--- src/timer_pair_defines.vh ---
// Register indices, field positions and timing constants of the timer pair
`ifndef TIMER_PAIR_DEFINES_VH
`define TIMER_PAIR_DEFINES_VH

// Register indices; the byte address on the bus is four times the index
`define IDX_TIMER_CONTROL 8'h88
`define IDX_TIMER_MODE_SELECT 8'h89
`define IDX_TMR0_LOW 8'h8a
`define IDX_TMR1_LOW 8'h8b
`define IDX_TMR0_HIGH 8'h8c
`define IDX_TMR1_HIGH 8'h8d
`define IDX_AUX_TIMER_CLOCK 8'ha3
`define IDX_TIMER_EXT_SELECT 8'h90

// Reset values
`define RST_BYTE 8'h00

// Timer control fields
`define CTL_TMR1_FLAG 7
`define CTL_TMR1_RUN 6
`define CTL_TMR0_FLAG 5
`define CTL_TMR0_RUN 4

// Mode select fields
`define MSEL_TMR1_GATE_LO 7
`define MSEL_TMR1_COUNT 6
`define MSEL_TMR1_MODE_HI 5
`define MSEL_TMR1_MODE_LO 4
`define MSEL_TMR0_GATE_LO 3
`define MSEL_TMR0_COUNT 2
`define MSEL_TMR0_MODE_HI 1
`define MSEL_TMR0_MODE_LO 0

// Aux clock fields
`define AUX_TMR1_FAST 3
`define AUX_TMR0_FAST 2
`define AUX_TMR1_CLKOUT 1
`define AUX_TMR0_CLKOUT 0

// Extension select fields
`define EXT_TMR1_GATE_HI 5
`define EXT_TMR0_GATE_HI 4
`define EXT_TMR0_PRESCALE 0

// Operating modes
`define MODE_PWM8 2'b00
`define MODE_CNT16 2'b01
`define MODE_RELOAD8 2'b10
`define MODE_SPLIT 2'b11

// Prescaler terminal counts (divide by 12, then 4 and 16 more)
`define DIV12_LAST 4'hb
`define DIV48_LAST 2'h3
`define DIV192_LAST 4'hf

`endif
--- src/dual_timer_counter_pair.v ---
// Two 8/16-bit timer/counters with APB register access and clock outputs
//
// Functional notes
// Timer function counts every twelfth clock
// Fast select counts every system clock
// Counter function counts event pin falls
// Pin sampled per rate cycle, high-then-low
// Count updates the cycle after detection
// Mode 0 is 8-bit, flag on rollover
// Two bits choose gate source
// Mode 1 is 16-bit, same run/gate
// Mode 2 reloads low from high byte
// Timer 1 mode 3 holds timer 1
// Split low byte uses timer 0 controls
// Split high byte: timer, run1, flag1
// Software sets timer 1 mode 3 first
// Clock-out enable: reload mode, toggled pin
// Clock-out reload gives half-rate square wave
// Clock-out blocks interrupt, flag still set
// Software programs clock-out before run bit
// Timer 1 overflow serves baud and clock-out
// Flag set on overflow, cleared on vector
// Run bit stops or allows counting
// Two-bit mode field per timer
// Timer 0 three-bit clock source select
// Timer 1 two-bit clock source select
// Clock-out enable drives the clock pin
// Count needs run and open gate
// Count bytes read and written anytime
`timescale 1ns/1ns
`default_nettype none
`include "timer_pair_defines.vh"

module dual_timer_counter_pair
(
   input wire mclk_i,
   input wire rst_i,
   input wire psel_i,
   input wire penable_i,
   input wire pwrite_i,
   input wire [11:0] paddr_i,
   input wire [31:0] pwdata_i,
   output reg [31:0] prdata_o,
   output reg pready_o,
   output reg pslverr_o,
   input wire tmr0_event_pin_i,
   input wire tmr1_event_pin_i,
   input wire ext_irq0_pin_n_i,
   input wire ext_irq1_pin_n_i,
   input wire keypad_irq_i,
   input wire tmr2_overflow_flag_i,
   input wire internal_low_osc_i,
   input wire watchdog_prescaler_tick_i,
   input wire tmr0_irq_ack_i,
   input wire tmr1_irq_ack_i,
   output reg tmr0_overflow_flag_o,
   output reg tmr1_overflow_flag_o,
   output reg tmr0_irq_req_o,
   output reg tmr1_irq_req_o,
   output reg tmr1_overflow_event_o,
   output reg tmr0_clkout_pin_o,
   output reg tmr1_clkout_pin_o
);

////////////////////////////////////////////////////////////////////////////////
// Register state

reg [7:0] timer_mode_select;
reg [7:0] tmr0_low_byte;
reg [7:0] tmr0_high_byte;
reg [7:0] tmr1_low_byte;
reg [7:0] tmr1_high_byte;
reg tmr0_run;
reg tmr1_run;
reg tmr0_fast_clk_sel;
reg tmr1_fast_clk_sel;
reg tmr0_clkout_en;
reg tmr1_clkout_en;
reg tmr0_prescale_ext;
reg tmr0_gate_sel_hi;
reg tmr1_gate_sel_hi;
reg [3:0] div12_cnt;
reg [1:0] div48_cnt;
reg [3:0] div192_cnt;

// Field views of the mode register
wire tmr0_gate_sel_lo = timer_mode_select[`MSEL_TMR0_GATE_LO];
wire tmr1_gate_sel_lo = timer_mode_select[`MSEL_TMR1_GATE_LO];
wire tmr0_count_sel = timer_mode_select[`MSEL_TMR0_COUNT];
wire tmr1_count_sel = timer_mode_select[`MSEL_TMR1_COUNT];
wire [1:0] tmr0_mode = timer_mode_select[`MSEL_TMR0_MODE_HI:`MSEL_TMR0_MODE_LO];
wire [1:0] tmr1_mode = timer_mode_select[`MSEL_TMR1_MODE_HI:`MSEL_TMR1_MODE_LO];

////////////////////////////////////////////////////////////////////////////////
// Shared prescaler: divide by 12, 48 and 192

wire tick12 = (div12_cnt == `DIV12_LAST);
wire tick48 = tick12 & (div48_cnt == `DIV48_LAST);
wire tick192 = tick12 & (div192_cnt == `DIV192_LAST);

// Free running chain of dividers
always @(posedge mclk_i or posedge rst_i)
begin
   if (rst_i)
   begin
      div12_cnt <= 4'h0;
      div48_cnt <= 2'h0;
      div192_cnt <= 4'h0;
   end
   else
   begin
      div12_cnt <= tick12 ? 4'h0 : div12_cnt + 4'h1;
      if (tick12)
      begin
         div48_cnt <= div48_cnt + 2'h1;
         div192_cnt <= div192_cnt + 4'h1;
      end
   end
end

////////////////////////////////////////////////////////////////////////////////
// Event edge detection

wire tmr0_pin_event;
wire tmr1_pin_event;
wire low_osc_event;

// Event pins sampled at the machine-cycle rate
event_fall_sampler u_tmr0_pin
(
   .mclk_i(mclk_i),
   .rst_i(rst_i),
   .sample_i(tick12),
   .pin_i(tmr0_event_pin_i),
   .event_o(tmr0_pin_event)
);

event_fall_sampler u_tmr1_pin
(
   .mclk_i(mclk_i),
   .rst_i(rst_i),
   .sample_i(tick12),
   .pin_i(tmr1_event_pin_i),
   .event_o(tmr1_pin_event)
);

// Slow oscillator edges sampled every clock
event_fall_sampler u_low_osc
(
   .mclk_i(mclk_i),
   .rst_i(rst_i),
   .sample_i(1'b1),
   .pin_i(internal_low_osc_i),
   .event_o(low_osc_event)
);

////////////////////////////////////////////////////////////////////////////////
// Clock source and gate selection

reg tmr0_src;
reg tmr1_src;
reg tmr0_gate_open;
reg tmr1_gate_open;

// Timer 0 source {prescale ext, fast, count}
always @*
begin
   case ({tmr0_prescale_ext, tmr0_fast_clk_sel, tmr0_count_sel})
      3'b000: tmr0_src = tick12;
      3'b001: tmr0_src = tmr0_pin_event;
      3'b010: tmr0_src = 1'b1;
      3'b011: tmr0_src = low_osc_event;
      3'b100: tmr0_src = tick48;
      3'b101: tmr0_src = watchdog_prescaler_tick_i;
      3'b110: tmr0_src = tick192;
      default: tmr0_src = tmr1_overflow_event_o;
   endcase
end

// Timer 1 source {fast, count}
always @*
begin
   case ({tmr1_fast_clk_sel, tmr1_count_sel})
      2'b00: tmr1_src = tick12;
      2'b01: tmr1_src = tmr1_pin_event;
      2'b10: tmr1_src = 1'b1;
      default: tmr1_src = tick48;
   endcase
end

// Gate sources; the external interrupt pins are active low
always @*
begin
   case ({tmr0_gate_sel_hi, tmr0_gate_sel_lo})
      2'b00: tmr0_gate_open = 1'b1;
      2'b01: tmr0_gate_open = ~ext_irq0_pin_n_i;
      2'b10: tmr0_gate_open = tmr2_overflow_flag_i;
      default: tmr0_gate_open = keypad_irq_i;
   endcase
   case ({tmr1_gate_sel_hi, tmr1_gate_sel_lo})
      2'b00: tmr1_gate_open = 1'b1;
      2'b01: tmr1_gate_open = ~ext_irq1_pin_n_i;
      2'b10: tmr1_gate_open = tmr2_overflow_flag_i;
      default: tmr1_gate_open = keypad_irq_i;
   endcase
end

// Clock-out forces reload mode; split only without clock-out
wire [1:0] tmr0_eff_mode = tmr0_clkout_en ? `MODE_RELOAD8 : tmr0_mode;
wire [1:0] tmr1_eff_mode = tmr1_clkout_en ? `MODE_RELOAD8 : tmr1_mode;
wire tmr0_split = (tmr0_eff_mode == `MODE_SPLIT);
wire tmr1_held = (tmr1_mode == `MODE_SPLIT);
wire tmr0_step = tmr0_src & tmr0_run & tmr0_gate_open;
wire tmr1_step = tmr1_src & tmr1_run & tmr1_gate_open & ~tmr1_held;
wire tmr0_high_src = tmr0_fast_clk_sel ? 1'b1 : tick12;
wire tmr0_high_step = tmr0_split & tmr1_run & tmr0_high_src;

////////////////////////////////////////////////////////////////////////////////
// Counting

reg [7:0] cnt0_low;
reg [7:0] cnt0_high;
reg [7:0] cnt1_low;
reg [7:0] cnt1_high;
reg tmr0_ovf;
reg tmr1_ovf;
reg tmr0_high_ovf;

// Next count values per mode
always @*
begin
   cnt0_low = tmr0_low_byte;
   cnt0_high = tmr0_high_byte;
   cnt1_low = tmr1_low_byte;
   cnt1_high = tmr1_high_byte;
   tmr0_ovf = 1'b0;
   tmr1_ovf = 1'b0;
   tmr0_high_ovf = 1'b0;
   if (tmr0_step)
   begin
      tmr0_ovf = (tmr0_low_byte == 8'hff);
      cnt0_low = tmr0_low_byte + 8'h01;
      if (tmr0_eff_mode == `MODE_CNT16)
      begin
         tmr0_ovf = ({tmr0_high_byte, tmr0_low_byte} == 16'hffff);
         if (tmr0_low_byte == 8'hff)
         begin
            cnt0_high = tmr0_high_byte + 8'h01;
         end
      end
      else if ((tmr0_eff_mode == `MODE_RELOAD8) && tmr0_ovf)
      begin
         cnt0_low = tmr0_high_byte;
      end
   end
   if (tmr0_high_step)
   begin
      tmr0_high_ovf = (tmr0_high_byte == 8'hff);
      cnt0_high = tmr0_high_byte + 8'h01;
   end
   if (tmr1_step)
   begin
      tmr1_ovf = (tmr1_low_byte == 8'hff);
      cnt1_low = tmr1_low_byte + 8'h01;
      if (tmr1_eff_mode == `MODE_CNT16)
      begin
         tmr1_ovf = ({tmr1_high_byte, tmr1_low_byte} == 16'hffff);
         if (tmr1_low_byte == 8'hff)
         begin
            cnt1_high = tmr1_high_byte + 8'h01;
         end
      end
      else if ((tmr1_eff_mode == `MODE_RELOAD8) && tmr1_ovf)
      begin
         cnt1_low = tmr1_high_byte;
      end
   end
end

////////////////////////////////////////////////////////////////////////////////
// APB decode

wire [7:0] reg_idx = paddr_i[9:2];
wire addr_ok = (paddr_i[1:0] == 2'b00) && (paddr_i[11:10] == 2'b00) &&
   ((reg_idx == `IDX_TIMER_CONTROL) || (reg_idx == `IDX_TIMER_MODE_SELECT) ||
   (reg_idx == `IDX_TMR0_LOW) || (reg_idx == `IDX_TMR1_LOW) ||
   (reg_idx == `IDX_TMR0_HIGH) || (reg_idx == `IDX_TMR1_HIGH) ||
   (reg_idx == `IDX_AUX_TIMER_CLOCK) || (reg_idx == `IDX_TIMER_EXT_SELECT));
wire wr_en = psel_i & penable_i & pready_o & pwrite_i & addr_ok;
wire wr_ctl = wr_en & (reg_idx == `IDX_TIMER_CONTROL);
wire [7:0] wbyte = pwdata_i[7:0];
reg [7:0] rd_byte;

// Read multiplexer; unused bits read as zero
always @*
begin
   if (reg_idx == `IDX_TIMER_CONTROL)
      rd_byte = {tmr1_overflow_flag_o, tmr1_run, tmr0_overflow_flag_o, tmr0_run, 4'h0};
   else if (reg_idx == `IDX_TIMER_MODE_SELECT)
      rd_byte = timer_mode_select;
   else if (reg_idx == `IDX_TMR0_LOW)
      rd_byte = tmr0_low_byte;
   else if (reg_idx == `IDX_TMR1_LOW)
      rd_byte = tmr1_low_byte;
   else if (reg_idx == `IDX_TMR0_HIGH)
      rd_byte = tmr0_high_byte;
   else if (reg_idx == `IDX_TMR1_HIGH)
      rd_byte = tmr1_high_byte;
   else if (reg_idx == `IDX_AUX_TIMER_CLOCK)
      rd_byte = {4'h0, tmr1_fast_clk_sel, tmr0_fast_clk_sel, tmr1_clkout_en, tmr0_clkout_en};
   else if (reg_idx == `IDX_TIMER_EXT_SELECT)
      rd_byte = {2'b00, tmr1_gate_sel_hi, tmr0_gate_sel_hi, 3'b000, tmr0_prescale_ext};
   else
      rd_byte = 8'h00;
end

// Zero-wait slave: answer in the access cycle
always @(posedge mclk_i or posedge rst_i)
begin
   if (rst_i)
   begin
      prdata_o <= 32'h00000000;
      pready_o <= 1'b0;
      pslverr_o <= 1'b0;
   end
   else
   begin
      pready_o <= psel_i & ~penable_i;
      pslverr_o <= psel_i & ~penable_i & ~addr_ok;
      if (psel_i & ~penable_i & ~pwrite_i)
      begin
         prdata_o <= {24'h000000, addr_ok ? rd_byte : 8'h00}; // Refused read gives zero
      end
   end
end

////////////////////////////////////////////////////////////////////////////////
// Flags: hardware set beats software or vector clear

reg next_flag0;
reg next_flag1;

always @*
begin
   next_flag0 = tmr0_overflow_flag_o;
   next_flag1 = tmr1_overflow_flag_o;
   if (tmr0_irq_ack_i)
      next_flag0 = 1'b0;
   if (tmr1_irq_ack_i)
      next_flag1 = 1'b0;
   if (wr_ctl)
   begin
      next_flag0 = wbyte[`CTL_TMR0_FLAG];
      next_flag1 = wbyte[`CTL_TMR1_FLAG];
   end
   if (tmr0_ovf)
      next_flag0 = 1'b1;
   if (tmr0_split ? tmr0_high_ovf : tmr1_ovf)
      next_flag1 = 1'b1;
end

////////////////////////////////////////////////////////////////////////////////
// Register update; a software write replaces the running count

always @(posedge mclk_i or posedge rst_i)
begin
   if (rst_i)
   begin
      timer_mode_select <= `RST_BYTE;
      tmr0_low_byte <= `RST_BYTE;
      tmr0_high_byte <= `RST_BYTE;
      tmr1_low_byte <= `RST_BYTE;
      tmr1_high_byte <= `RST_BYTE;
      tmr0_run <= 1'b0;
      tmr1_run <= 1'b0;
      tmr0_fast_clk_sel <= 1'b0;
      tmr1_fast_clk_sel <= 1'b0;
      tmr0_clkout_en <= 1'b0;
      tmr1_clkout_en <= 1'b0;
      tmr0_prescale_ext <= 1'b0;
      tmr0_gate_sel_hi <= 1'b0;
      tmr1_gate_sel_hi <= 1'b0;
   end
   else
   begin
      tmr0_low_byte <= (wr_en && reg_idx == `IDX_TMR0_LOW) ? wbyte : cnt0_low;
      tmr0_high_byte <= (wr_en && reg_idx == `IDX_TMR0_HIGH) ? wbyte : cnt0_high;
      tmr1_low_byte <= (wr_en && reg_idx == `IDX_TMR1_LOW) ? wbyte : cnt1_low;
      tmr1_high_byte <= (wr_en && reg_idx == `IDX_TMR1_HIGH) ? wbyte : cnt1_high;
      if (wr_ctl)
      begin
         tmr0_run <= wbyte[`CTL_TMR0_RUN];
         tmr1_run <= wbyte[`CTL_TMR1_RUN];
      end
      if (wr_en && reg_idx == `IDX_TIMER_MODE_SELECT)
         timer_mode_select <= wbyte;
      if (wr_en && reg_idx == `IDX_AUX_TIMER_CLOCK)
      begin
         tmr1_fast_clk_sel <= wbyte[`AUX_TMR1_FAST];
         tmr0_fast_clk_sel <= wbyte[`AUX_TMR0_FAST];
         tmr1_clkout_en <= wbyte[`AUX_TMR1_CLKOUT];
         tmr0_clkout_en <= wbyte[`AUX_TMR0_CLKOUT];
      end
      if (wr_en && reg_idx == `IDX_TIMER_EXT_SELECT)
      begin
         tmr1_gate_sel_hi <= wbyte[`EXT_TMR1_GATE_HI];
         tmr0_gate_sel_hi <= wbyte[`EXT_TMR0_GATE_HI];
         tmr0_prescale_ext <= wbyte[`EXT_TMR0_PRESCALE];
      end
   end
end

////////////////////////////////////////////////////////////////////////////////
// Flags, interrupt requests, overflow event and clock-out pins

always @(posedge mclk_i or posedge rst_i)
begin
   if (rst_i)
   begin
      tmr0_overflow_flag_o <= 1'b0;
      tmr1_overflow_flag_o <= 1'b0;
      tmr0_irq_req_o <= 1'b0;
      tmr1_irq_req_o <= 1'b0;
      tmr1_overflow_event_o <= 1'b0;
      tmr0_clkout_pin_o <= 1'b0;
      tmr1_clkout_pin_o <= 1'b0;
   end
   else
   begin
      tmr0_overflow_flag_o <= next_flag0;
      tmr1_overflow_flag_o <= next_flag1;
      tmr0_irq_req_o <= next_flag0 & ~tmr0_clkout_en;
      tmr1_irq_req_o <= next_flag1 & ~tmr1_clkout_en;
      tmr1_overflow_event_o <= tmr1_ovf;
      // Toggle per overflow gives 50% duty; low when disabled
      if (!tmr0_clkout_en)
         tmr0_clkout_pin_o <= 1'b0;
      else if (tmr0_ovf)
         tmr0_clkout_pin_o <= ~tmr0_clkout_pin_o;
      if (!tmr1_clkout_en)
         tmr1_clkout_pin_o <= 1'b0;
      else if (tmr1_ovf)
         tmr1_clkout_pin_o <= ~tmr1_clkout_pin_o;
   end
end

endmodule

`default_nettype wire

--- src/event_fall_sampler.v ---
// Samples a pin at a strobe and flags a high-to-low change one cycle later
`timescale 1ns/1ns
`default_nettype none

module event_fall_sampler
(
   input wire mclk_i,
   input wire rst_i,
   input wire sample_i,
   input wire pin_i,
   output reg event_o
);

reg last_sample;

// Previous sample kept; falling pair seen at a strobe gives a pulse
always @(posedge mclk_i or posedge rst_i)
begin
   if (rst_i)
   begin
      last_sample <= 1'b0;
      event_o <= 1'b0;
   end
   else
   begin
      if (sample_i)
      begin
         last_sample <= pin_i;
      end
      event_o <= sample_i & last_sample & ~pin_i;
   end
end

endmodule

`default_nettype wire

--- config.mk ---
export PLATFORM = sky130hd
export DESIGN_NAME = dual_timer_counter_pair
export DESIGN_NICKNAME = d
export VERILOG_FILES = /design/src/dual_timer_counter_pair.v /design/src/event_fall_sampler.v
export VERILOG_INCLUDE_DIRS = /design/src
export SDC_FILE = /design/constraint.sdc
export NUM_CORES = 1
export LEC_CHECK = 0
export BUFFER_PORTS_ARGS = -buffer_cell sky130_fd_sc_hd__buf_2
export CAP_MARGIN = 30
export CORE_MARGIN = 2
export CORE_UTILIZATION = 60
export DETAILED_ROUTE_END_ITERATION = 12
export PLACE_DENSITY = 0.95
export SYNTH_ARGS = -nofsm -noshare
export SYNTH_HDL_FRONTEND = slang
export SYNTH_HIERARCHICAL = 1
export SYNTH_SLANG_ARGS = --single-unit
export TNS_END_PERCENT = 100
--- constraint.sdc ---
create_clock -name mclk_i -period 5 [get_ports mclk_i]
set_clock_uncertainty 0.1 [all_clocks]
set_input_delay 1 -clock mclk_i [delete_from_list [all_inputs] [get_ports mclk_i]]
set_output_delay 1 -clock mclk_i [all_outputs]
set_load 0.05 [all_outputs]
==> flow_summary.yaml <==
sta:
  slew_viol_final: 0
  relSlewSlack: 0.439
  setup_viol: 0
  min_period_over_period: 0.638
  fmax_mhz: 314
  rsz0062_at_grt: "no"
  tns_ns: 0
  tightestPinTransition_ns: 0.838
  hold_viol: 0
  period_needed_ns: 3.19
die:
  die_h_um: 96.4
  pin_count: 100
  rows: 33
  die_w_um: 96.4
  die_area_um2: 9300
  start_util: 0.621
  core_um2: 8260
route:
  post_drt_wl_per_cell_um: 20.5
  drt-initial-drc-count: 503
  routed_wl_um: 14400
  via_per_inst: 6.53
  vias: 4573
  drt_first_pass_iters: 6
  drc_errors: 0
  ant_nets: 0
setup_path:
  critPathLaunchType: "primary input"
  crit_slowest_cell: "nor4b_1"
  ff2ff_setup_slack_ns: 1.87
  reg2reg_to: "tmr0_high_byte[7]$_DFFE_PP0P_"
  crit_type: "in -> reg"
  critical_path.cell_chain: "buf_2 > nor4b_1 > o21ai_0 > a21oi_1 > nand4_1 > nor2_1 > a31oi_1"
  critical_path_arrival_ns: 3.30
  cpPeakStageDelay_ns: 0.55
  worstPathRequired_ns: 5.11
  r2r_cells: 7
  r2r-start: "div12_cnt[0]$_DFF_PP0_"
  startpoint: "paddr_i[2]"
  crit_fanout: 26
  crit_path_end_kind: "flip-flop"
cells_and_area:
  drive_gt1_frac: 0.190
  fill_cells: 654
  diodes: 0
  nNetsFinal: 656
  mostFrequentLayoutCells: "dfrtp_1 (82), buf_2 (51), nand2_1 (46)"
  fin_area_um2: 5590
  final_common_cell: "dfrtp_1"
  area_growth_pct: 8.98
global_route:
  grt-ovfl-total: 0
  grt_usage: 0.326
  antenna_found_initial: 0
  grt_pass1_wl_um: 22400
  grt_start_max_net_pins: 42
  grt_pass1_vias: 4349
yosys:
  synthArstFlopShare: 1.00
  synth_area_per_cell_um2: 9.40
  synth.distinct_cells: 68
  synth_seq_cells: 82
  synthCells: 545
  synth_ff_type: "dfrtp_1"
  seq_area_frac_synth: 0.400
  ys_warn_count: 6
  synth-edff-count: 0
  netlist_area_um2: 5120
power:
  p_per_area_nw_per_um2: 242
  intPower_w: 0.000979
  power_leakage_nw: 2.76
  pwr-share-comb: 0.086
  seqPwrFrac: 0.493
  p_switching_w: 0.000373
  p_clk_frac: 0.421
  switching_share: 0.276
  vdd_drop_max_v: 0.000208
run:
  cap_viol_max_count: 0
clocking:
  cts_max_level: 3
  clock_latency_ns: 0.37
  hold_buffers: 0
  cts_buffers: 9
  cts_sinks: 82
  cts_setup_buffers: 0
  root_buffer: "clkbuf_8"
  cts_tree: "done"
  path_clk_slew_ns: 0.10
  cts_resized: 0
  cts_buffer_depth: 2
min_path:
  min_path_type: "reg -> reg"
  hp-start: "div12_cnt[0]$_DFF_PP0_"
  whs_endpoint: "div12_cnt[0]$_DFF_PP0_"
  hold_depth: 1
placement:
  port_buffers: 51
  globalplace.congestion: 1.00
  dpl.hpwl_um: 10200
  place_area_um2: 5360
outcome:
  status: "completed"
registers in the layout, indices dropped and copies added (netlist names), 2 cells and up:
register and cells:
div12_cnt 4, div192_cnt 4, div48_cnt 2, prdata_o 8, timer_mode_select 8, tmr0_high_byte 8
tmr0_low_byte 8, tmr1_high_byte 8, tmr1_low_byte 8
per-stage QoR:
stage | hold slack [ns] | util | setup WS [ns] | std cells | total power (W)
2_1_floorplan | 0.332 | - | 1.96 | 569 | 0.000774
3_3_place_gp | 0.346 | 0.649 | 1.55 | 684 | 0.000792
3_5_place_dp | 0.364 | 0.649 | 1.51 | 684 | 0.000794
4_1_cts | 0.378 | 0.676 | 1.88 | 700 | 0.00135
5_1_grt | 0.393 | 0.676 | 1.44 | 700 | 0.00140
6_report | 0.374 | 0.676 | 1.81 | 700 | 0.00135
kinds of logic after synthesis:
family | count (synthesis) | share of synthesized area
other | 2 | 0.00147
adder cells (fa/ha/maj) | 7 | 0.0171
buffers and inverters | 57 | 0.0610
AND/OR/NAND/NOR | 200 | 0.210
AO/OA/AOI/OAI | 128 | 0.172
multiplexers | 48 | 0.102
flip-flops | 82 | 0.400
XOR/XNOR | 21 | 0.0359
power by group through the flow:
stage	sequential, W	clock [W]	combinational [W]
after global routing	0.000668	0.000606	0.000125
after CTS	0.000667	0.000570	0.000114
after floorplan	0.000683	0	0.0000915
after detailed placement	0.000680	0	0.000114
after global placement	0.000680	0	0.000112
final	0.000667	0.000569	0.000116
cell usage after synthesis, types with 3 or more instances:
cell type / count / area (µm²)
o21a_1: 4 / 30.0
buf_4: 25 / 188
clkbuf_1: 13 / 48.8
a31oi_1: 10 / 62.6
nand4_1: 12 / 75.1
and4_1: 5 / 43.8
nand3_1: 21 / 105
a22oi_1: 3 / 22.5
mux2_4: 3 / 45.0
xnor2_1: 7 / 61.3
nor3b_1: 5 / 37.5
buf_2: 4 / 20.0
a221oi_1: 3 / 26.3
and3b_2: 3 / 30.0
xor2_1: 14 / 123
and3_1: 10 / 62.6
or3_1: 3 / 18.8
o31ai_1: 6 / 45.0
mux2_2: 23 / 259
or4_1: 3 / 22.5
nand3b_1: 3 / 22.5
mux2i_1: 22 / 220
o22ai_1: 7 / 43.8
a21oi_1: 27 / 135
a211oi_1: 4 / 30.0
and2_1: 10 / 62.6
o21ai_0: 31 / 155
dfrtp_1: 82 / 2050
a21o_1: 7 / 52.6
nor2b_1: 9 / 56.3
nand2_1: 46 / 173
nand2b_1: 11 / 68.8
nor2_1: 40 / 150
ha_1: 7 / 87.6
a211o_1: 3 / 26.3
o211ai_1: 4 / 30.0
inv_1: 14 / 52.6
layout make-up:
type	count	area, µm²	area share
clock buffer	9	124	0.0222
tap	105	131	0.0235
multi-input combinational	430	2850	0.510
sequential	82	2050	0.367
inverter	14	52.6	0.00941
clock inverter	7	105	0.0188
timing repair buffer	53	270	0.0484
routing by layer:
layer,vias up,track usage,share of wire,wire length [µm]
met1,2211,0.440,0.41,5940
met5,-,0,0,0
li1,2026,-,-,-
met2,293,0.517,0.46,6640
met4,0,0.120,0.033,474
met3,43,0.0729,0.092,1330
how the worst max path moves through the flow:
| stage | end |
|---|---|
| 2_1_floorplan | div12_cnt[0]$_DFF_PP0_ |
| 6_report | tmr0_high_byte[4]$_DFFE_PP0P_ |
| 3_5_place_dp | tmr0_high_byte[3]$_DFFE_PP0P_ |
| 5_1_grt | tmr0_high_byte[6]$_DFFE_PP0P_ |
| 3_3_place_gp | tmr0_high_byte[1]$_DFFE_PP0P_ |
| 4_1_cts | tmr0_high_byte[4]$_DFFE_PP0P_ |
worst max-delay path, delay by kind of cell:
family | cells | cell delay, ns
AO/OA/AOI/OAI | 3 | 0.66
buffers and inverters | 1 | 0.27
AND/OR/NAND/NOR | 3 | 1.35
Note: power is estimated with default switching activity, not from simulation.
